[config.mk]
export PLATFORM = sky130hd
export DESIGN_NAME = lps_sequencer
export DESIGN_NICKNAME = d
export VERILOG_FILES = /design/src/rtl/lps_sequencer.v /design/src/rtl/lps_timebase.v
export VERILOG_INCLUDE_DIRS = /design/src /design/src/common
export SDC_FILE = /design/constraint.sdc
export NUM_CORES = 1
export LEC_CHECK = 0
export BUFFER_PORTS_ARGS = -buffer_cell sky130_fd_sc_hd__buf_2
export CAP_MARGIN = 20
export CORE_MARGIN = 4
export CORE_UTILIZATION = 30
export DETAILED_ROUTE_END_ITERATION = 6
export PLACE_DENSITY_LB_ADDON = 0.2
export SYNTH_ARGS = -nofsm -noshare
export SYNTH_HDL_FRONTEND = slang
export SYNTH_HIERARCHICAL = 1
export SYNTH_SLANG_ARGS = --single-unit
[constraint.sdc]
create_clock -name CLOCK -period 4.9 [get_ports CLOCK]
set_input_delay 0.735 -clock CLOCK [delete_from_list [all_inputs] [get_ports CLOCK]]
set_output_delay 0.735 -clock CLOCK [all_outputs]
set_load 0.02 [all_outputs]
[src/common/lps_defines.vh]
/*
 * Constants for the LCD panel power sequencer: APB register map, field
 * positions, reset values and timing counts.
 * Assumes a 10 MHz core clock; every cycle count but the link idle count is derived from it here.
 */
`ifndef LPS_DEFINES_VH
`define LPS_DEFINES_VH

// register byte addresses
`define LPS_ADDR_CTRL 8'h00
`define LPS_ADDR_DIV 8'h04
`define LPS_ADDR_STEP 8'h08
`define LPS_ADDR_STAT 8'h0C

// field positions
`define LPS_CTRL_RUN 0
`define LPS_STEP_N1_LSB 0
`define LPS_STEP_N1_MSB 3
`define LPS_STEP_N2_LSB 4
`define LPS_STEP_N2_MSB 7
`define LPS_STAT_LINKBITS_LSB 12
`define LPS_STAT_LINKBITS_MSB 15

// reset values
`define LPS_DIV_RST 8'h01
`define LPS_STEP_RST 4'h0
`define LPS_ZERO32 32'h0000_0000

// timing: clock period and derived counts
`define LPS_CLK_NS 100
`define LPS_US_NS 1000
`define LPS_US_CYC (`LPS_US_NS / `LPS_CLK_NS)
`define LPS_PLL_RST_US 10
`define LPS_PLL_RST_CYC \
    ((`LPS_PLL_RST_US * `LPS_US_NS + `LPS_CLK_NS - 1) / `LPS_CLK_NS)
`define LPS_PLL_LOCK_US 750
`define LPS_PLL_LOCK_CYC ((`LPS_PLL_LOCK_US * `LPS_US_NS) / `LPS_CLK_NS)

// link clock considered stopped after this many cycles without a rise
`define LPS_LINK_IDLE_CYC 5'h10

// serial bits per differential clock period
`define LPS_BITS_PER_CLK 4'h7

`endif

[src/rtl/lps_sequencer.v]
/*
 * LCD panel power sequencer with APB register access.
 * Drives panel digital power, LVDS link enable, transmitter PLL reset and
 * backlight in order; samples the transmitter clock from outside.
 * Assumes a 10 MHz CLOCK, synchronous active-low RESETN, a zero-wait APB
 * master, and a serializer outside that uses the link enable.
 */
`default_nettype none
`include "lps_defines.vh"

module lps_sequencer #(
    parameter LOCK_CYC = `LPS_PLL_LOCK_CYC,
    parameter PLL_RST_CYC = `LPS_PLL_RST_CYC
) (
    input wire CLOCK,
    input wire RESETN,
    input wire CE,
    input wire PSEL,
    input wire PENABLE,
    input wire PWRITE,
    input wire [7:0] PADDR,
    input wire [31:0] PWDATA,
    output reg [31:0] PRDATA,
    output wire PREADY,
    output wire PSLVERR,
    input wire LINK_CLK,
    output reg PANEL_DIGITAL_POWER_ON,
    output reg LVDS_LINK_EN,
    output reg LVDS_PLL_RESET,
    output reg PANEL_BACKLIGHT_ON
);
    localparam S_OFF = 3'h0;
    localparam S_UP_DIG = 3'h1;
    localparam S_UP_LINK = 3'h2;
    localparam S_ON = 3'h3;
    localparam S_DN_BL = 3'h4;
    localparam S_DN_LINK = 3'h5;
    localparam [31:0] CYC_RST_W = PLL_RST_CYC;
    localparam [31:0] CYC_DONE_W = PLL_RST_CYC + LOCK_CYC;
    // cut to the 14-bit pll timer on purpose; the defaults fit with room
    localparam [13:0] CYC_RST = CYC_RST_W[13:0];
    localparam [13:0] CYC_DONE = CYC_DONE_W[13:0];

    reg run_reg;
    reg [7:0] div_reg;
    reg [3:0] n1_reg;
    reg [3:0] n2_reg;
    reg [2:0] state_reg;
    reg [2:0] state_next;
    reg [3:0] step_cnt_reg;
    reg [13:0] cyc_reg;
    reg s1_reg;
    reg s2_reg;
    reg s3_reg;
    reg link_lvl_reg;
    reg [4:0] idle_reg;
    reg [3:0] step_n;
    wire tick;
    wire step_met;
    wire lock_ok;
    wire link_alive;
    wire link_rise;
    wire wr_en;
    wire rd_setup;
    wire addr_ok;

    function is_mapped;
        input [7:0] a;
        begin
            is_mapped = (a == `LPS_ADDR_CTRL) || (a == `LPS_ADDR_DIV) ||
                (a == `LPS_ADDR_STEP) || (a == `LPS_ADDR_STAT);
        end
    endfunction

    // zero-wait slave: every access completes in its first access cycle
    assign PREADY = 1'b1;
    assign addr_ok = is_mapped(PADDR);
    assign PSLVERR = PSEL && PENABLE && !addr_ok;
    assign wr_en = PSEL && PENABLE && PWRITE && addr_ok && CE;
    assign rd_setup = PSEL && !PENABLE && !PWRITE;

    // register writes; a write of zero to the divider runs as one
    always @(posedge CLOCK) begin
        if (!RESETN) begin
            run_reg <= 1'b0;
            div_reg <= `LPS_DIV_RST;
            n1_reg <= `LPS_STEP_RST;
            n2_reg <= `LPS_STEP_RST;
        end else if (wr_en) begin
            if (PADDR == `LPS_ADDR_CTRL)
                run_reg <= PWDATA[`LPS_CTRL_RUN];
            if (PADDR == `LPS_ADDR_DIV)
                div_reg <= PWDATA[7:0];
            if (PADDR == `LPS_ADDR_STEP) begin
                n1_reg <= PWDATA[`LPS_STEP_N1_MSB:`LPS_STEP_N1_LSB];
                n2_reg <= PWDATA[`LPS_STEP_N2_MSB:`LPS_STEP_N2_LSB];
            end
        end
    end

    // read data captured in the setup cycle, held through the access
    always @(posedge CLOCK) begin
        if (!RESETN) begin
            PRDATA <= `LPS_ZERO32;
        end else if (CE && rd_setup) begin
            PRDATA <= `LPS_ZERO32;
            case (PADDR)
                `LPS_ADDR_CTRL: PRDATA[`LPS_CTRL_RUN] <= run_reg;
                `LPS_ADDR_DIV: PRDATA[7:0] <= div_reg;
                `LPS_ADDR_STEP: PRDATA[7:0] <= {n2_reg, n1_reg};
                `LPS_ADDR_STAT: begin
                    PRDATA[2:0] <= state_reg;
                    PRDATA[3] <= PANEL_DIGITAL_POWER_ON;
                    PRDATA[4] <= LVDS_LINK_EN;
                    PRDATA[5] <= PANEL_BACKLIGHT_ON;
                    PRDATA[6] <= LVDS_PLL_RESET;
                    PRDATA[7] <= lock_ok;
                    PRDATA[8] <= link_alive;
                    // serializer ratio is fixed; software can read it
                    PRDATA[`LPS_STAT_LINKBITS_MSB:`LPS_STAT_LINKBITS_LSB] <=
                        `LPS_BITS_PER_CLK;
                end
                default: PRDATA <= `LPS_ZERO32;
            endcase
        end
    end

    // link clock sampler; a level counts once stages two and three agree
    always @(posedge CLOCK) begin
        if (!RESETN) begin
            s1_reg <= 1'b0;
            s2_reg <= 1'b0;
            s3_reg <= 1'b0;
            link_lvl_reg <= 1'b0;
            idle_reg <= `LPS_LINK_IDLE_CYC;
        end else if (CE) begin
            s1_reg <= LINK_CLK;
            s2_reg <= s1_reg;
            s3_reg <= s2_reg;
            if (s2_reg == s3_reg)
                link_lvl_reg <= s3_reg;
            if (link_rise)
                idle_reg <= 5'h00;
            else if (!link_alive)
                idle_reg <= idle_reg;
            else
                idle_reg <= idle_reg + 5'h01;
        end
    end

    assign link_rise = (s2_reg == s3_reg) && s3_reg && !link_lvl_reg;
    assign link_alive = (idle_reg < `LPS_LINK_IDLE_CYC);

    lps_timebase u_timebase (
        .clk(CLOCK),
        .rst_n(RESETN),
        .ce(CE),
        .clr(state_next != state_reg),
        .div(div_reg),
        .tick(tick)
    );

    // step count for the current phase: N1 next to power, N2 next to light
    always @* begin
        case (state_reg)
            S_UP_DIG: step_n = n1_reg;
            S_DN_LINK: step_n = n1_reg;
            S_UP_LINK: step_n = n2_reg;
            S_DN_BL: step_n = n2_reg;
            default: step_n = 4'h0;
        endcase
    end

    // a zero count still needs one tick, so the phase ends at the next tick
    assign step_met = (step_cnt_reg != 4'h0) &&
        (step_cnt_reg >= step_n);
    assign lock_ok = (cyc_reg >= CYC_DONE);

    // phase sequencing; requests during a rising phase reverse from there
    always @* begin
        state_next = state_reg;
        case (state_reg)
            S_OFF: if (run_reg) state_next = S_UP_DIG;
            S_UP_DIG: begin
                if (!run_reg)
                    state_next = S_DN_LINK;
                else if (step_met && lock_ok && link_alive)
                    state_next = S_UP_LINK;
            end
            S_UP_LINK: begin
                if (!run_reg)
                    state_next = S_DN_BL;
                else if (step_met)
                    state_next = S_ON;
            end
            S_ON: if (!run_reg) state_next = S_DN_BL;
            S_DN_BL: if (step_met) state_next = S_DN_LINK;
            S_DN_LINK: if (step_met) state_next = S_OFF;
            default: state_next = S_OFF;
        endcase
    end

    // state, step tick counter and PLL cycle counter
    always @(posedge CLOCK) begin
        if (!RESETN) begin
            state_reg <= S_OFF;
            step_cnt_reg <= 4'h0;
            cyc_reg <= 14'h0000;
        end else if (CE) begin
            state_reg <= state_next;
            if (state_next != state_reg)
                step_cnt_reg <= 4'h0;
            else if (tick && step_cnt_reg != 4'hF)
                step_cnt_reg <= step_cnt_reg + 4'h1;
            // pll timer only runs while power is up and link not yet on
            if (state_next != S_UP_DIG)
                cyc_reg <= 14'h0000;
            else if (!lock_ok)
                cyc_reg <= cyc_reg + 14'h0001;
        end
    end

    // outputs registered from the next state so they move with the state
    always @(posedge CLOCK) begin
        if (!RESETN) begin
            PANEL_DIGITAL_POWER_ON <= 1'b0;
            LVDS_LINK_EN <= 1'b0;
            LVDS_PLL_RESET <= 1'b1;
            PANEL_BACKLIGHT_ON <= 1'b0;
        end else if (CE) begin
            PANEL_DIGITAL_POWER_ON <= (state_next != S_OFF);
            LVDS_LINK_EN <= (state_next == S_UP_LINK) ||
                (state_next == S_ON) || (state_next == S_DN_BL);
            PANEL_BACKLIGHT_ON <= (state_next == S_ON);
            // reset held for the first PLL_RST_CYC cycles of power-up
            LVDS_PLL_RESET <= (state_next == S_OFF) ||
                (state_next == S_DN_LINK) ||
                ((state_next == S_UP_DIG) &&
                 (state_reg != S_UP_DIG || cyc_reg < CYC_RST));
        end
    end
endmodule
`default_nettype wire

[src/rtl/lps_timebase.v]
/*
 * Timebase for the panel power sequencer: a microsecond prescaler and a
 * divider by M that yields one tick every M microseconds.
 * Assumes the 10 MHz core clock; clr restarts the timebase at phase start.
 */
`default_nettype none
`include "lps_defines.vh"

module lps_timebase #(
    parameter US_CYC = `LPS_US_CYC
) (
    input wire clk,
    input wire rst_n,
    input wire ce,
    input wire clr,
    input wire [7:0] div,
    output reg tick
);
    reg [7:0] us_cnt_reg;
    reg [7:0] div_cnt_reg;
    wire us_end;
    wire [7:0] div_eff;

    // a divider of zero is outside the legal range; treat it as one
    assign div_eff = (div == 8'h00) ? 8'h01 : div;
    assign us_end = (us_cnt_reg == US_CYC[7:0] - 8'h01);

    // prescaler and divider, restarted by clr so each phase is whole ticks
    always @(posedge clk) begin
        if (!rst_n) begin
            us_cnt_reg <= 8'h00;
            div_cnt_reg <= 8'h00;
            tick <= 1'b0;
        end else if (ce) begin
            tick <= 1'b0;
            if (clr) begin
                us_cnt_reg <= 8'h00;
                div_cnt_reg <= 8'h00;
            end else if (us_end) begin
                us_cnt_reg <= 8'h00;
                if (div_cnt_reg == div_eff - 8'h01) begin
                    div_cnt_reg <= 8'h00;
                    tick <= 1'b1;
                end else begin
                    div_cnt_reg <= div_cnt_reg + 8'h01;
                end
            end else begin
                us_cnt_reg <= us_cnt_reg + 8'h01;
            end
        end
    end
endmodule
`default_nettype wire

==> flow_summary.ini <==
[cells_and_area]
final_design_area_no_fill_um2 = 5100
num-nets-final = 626
largest_reg_flops = 14
diodes = 0
area_growth_pct = 13.1
drive_gt1_share_pct = 14.0

[route]
wl_per_cell_um = 13.8
routed_wl_um = 10400
drt_iter0_drc = 211
viasPerCell = 4.97
vias = 3744
antenna_left = 0
drc = 0
drt_pass1_iterations = 4

[placement]
place_congestion = 0.757
dpl.hpwl_um = 7490
io_buffer_count = 39
placed_cell_area_um2 = 4780

[yosys]
yosysWarnings = 6
netlist_instances = 538
synth_cell_types = 69
ys_ff_latch = 78
ys_seq_area_share_pct = 34.6
synthArstFlopShare_pct = 0
synth_edf_count = 0
synth.cell_area_um2 = 4510
syn_area_per_cell_um2 = 8.38
synth_ff_type = dfxtp_1

[cts]
cts.repair.resized = 0
cts.clk_slew.worst_paths_ns = 0.06
insertion_delay_ns = 0.35
htree_levels = 3
post_cts_buffers = 0
clk_path_buf_depth = 2
tritoncts = yes
ctsHoldBuffers = 0
cts.sinks = 78
cts_buffers = 9
cts_root_buf = clkbuf_16

[job]
cap_violations = 0

[setup_path]
path_class = reg2reg
cp.required_ns = 5.19
cp_slowest_cell = dfxtp_1
cp_max_fo = 12
start_kind = flip-flop
slowest_delay_ns = 0.55
critical_path_arrival_ns = 4.35
path_cells = nor2b_1, nand2b_1, a32o_1, ha_1, nand2b_1, a2111oi_2, or3_1, o22a_1, o22ai_1, or3_1, or4_1, nand3_1
cp-end-kind = flip-flop

[power]
vdd_drop_max_mv = 0.162
leakagePower_nw = 1.94
p_per_area_nw_per_um2 = 293

[sta]
worstMarginPinSlew_ns = 0.709
slew_headroom_pct = 52.4
hold_violations = 0
rsz0062_at_grt = no
slew_violations = 0
final.setup.tns_ns = 0
skew_ns = 0.00893
finalSetupViolCount = 0
finalCritPeriodShare_pct = 82.9
min_period_ns = 4.06
fmax_mhz = 246

[grt]
grt_pass1_vias = 3505
antenna_found_initial = 0
grt-ovfl-total = 0
grt_max_degree = 37
grt_util_all_layers_pct = 12.8
grt_pass1_wl_um = 17400

[worst_hold_path]
hp-class = reg2reg

[die]
ioPinCount = 85
initial_core_util_pct = 30.8
row_count = 44
die_y_um = 131
die_area_um2 = 17100
die_w_um = 131
core_um2 = 14600

[run_status]
run_status = completed
-- layout make-up --
cell class	count	area, um2
sequential	78	1560
timing repair buffer	45	240
multi-input combinational	411	2670
clock inverter	7	97.6
fill	1533	9540
tap	184	230
inverter	20	75.1
clock buffer	9	225
-- synth_stat cells, drive strengths merged (14+ instances only) --
master | instances | area, um2
xor2 | 15 | 131
ha | 14 | 175
dfxtp | 78 | 1560
nor3 | 16 | 80.1
nand3 | 22 | 110
o21ai | 25 | 125
inv | 18 | 67.6
nor2b | 19 | 119
nor2 | 59 | 221
a21oi | 19 | 95.1
buf | 33 | 216
mux2i | 24 | 240
clkbuf | 15 | 56.3
nand2 | 38 | 143
-- metrics by stage --
step	util, %	power (W)	std cells	hold WS (ns)	setup slack (ns)
6_report	34.8	0.00150	754	0.464	0.839
5_1_grt	34.8	0.00156	754	0.506	0.447
4_1_cts	34.8	0.00152	754	0.469	0.859
3_3_place_gp	32.6	0.000781	738	0.456	0.880
3_5_place_dp	32.6	0.000783	738	0.461	0.882
2_1_floorplan	-	0.000760	557	0.438	1.40
-- worst paths after layout --
path | start | endpoint | slack, ns | cells after the start
hold / removal | PRDATA[0]$_SDFFE_PN0P_ | PRDATA[0]$_SDFFE_PN0P_ | 0.46 | 2
hold reg to reg | PRDATA[0]$_SDFFE_PN0P_ | PRDATA[0]$_SDFFE_PN0P_ | 0.46 | 2
setup / recovery | state_reg[2]$_SDFFE_PN0P_ | u_timebase/div_cnt_reg[7]$_SDFFE_PN0P_ | 0.84 | 12
setup reg to reg | state_reg[2]$_SDFFE_PN0P_ | u_timebase/div_cnt_reg[7]$_SDFFE_PN0P_ | 0.84 | 12
-- cell usage in the layout, fill, tap and decap left out, types with 3 or more instances in the layout --
cell type	n
ha_1	14
xnor2_1	11
mux2i_1	24
nand2_1	38
nor2b_1	19
a31oi_1	6
buf_2	39
nand3_1	22
or4_1	5
o21ai_0	18
o21ai_1	7
nand4_1	6
or3_1	7
nor3_1	16
mux2_2	6
a22oi_1	7
and2_1	9
a211oi_1	5
nor3b_1	3
clkbuf_16	9
nand2b_1	12
o211ai_1	3
buf_4	6
a21o_1	4
inv_1	18
and3_1	5
dfxtp_1	78
nor2_1	59
conb_1	21
xor2_1	15
a21boi_0	4
a32oi_1	4
a21oi_1	19
-- worst max-delay path, delay by kind of cell, from the launching register on --
| kind | cells | cell delay (ns) |
|---|---|---|
| flops | 1 | 0.55 |
| compound gates | 4 | 0.98 |
| simple gates | 7 | 2.25 |
| fa+ha+maj | 1 | 0.22 |
-- power by group --
group | internal [W] | leakage [nW] | switching, W | total [W]
combinational | 0.0000389 | 1.16 | 0.0000770 | 0.000116
clock | 0.000448 | 0.152 | 0.000280 | 0.000727
sequential | 0.000641 | 0.630 | 0.0000114 | 0.000652
-- logic make-up after synthesis --
group                    share of synthesized area, %
flip-flops                                       34.6
other                                           0.167
AND/OR/NAND/NOR                                  25.0
multiplexers                                     7.33
adder cells (fa/ha/maj)                          3.89
XOR/XNOR                                         5.05
AO/OA/AOI/OAI                                    16.2
buffers and inverters                            7.72
-- routing by layer --
layer	track usage, %	vias to the layer above	part of all wire (%)
li1	-	1917	-
met1	17.3	1741	50
met2	19.7	79	44
met3	4.19	7	5.5
met4	3.27	0	0.84
met5	0	-	0
(Power assumes the default switching activity.)
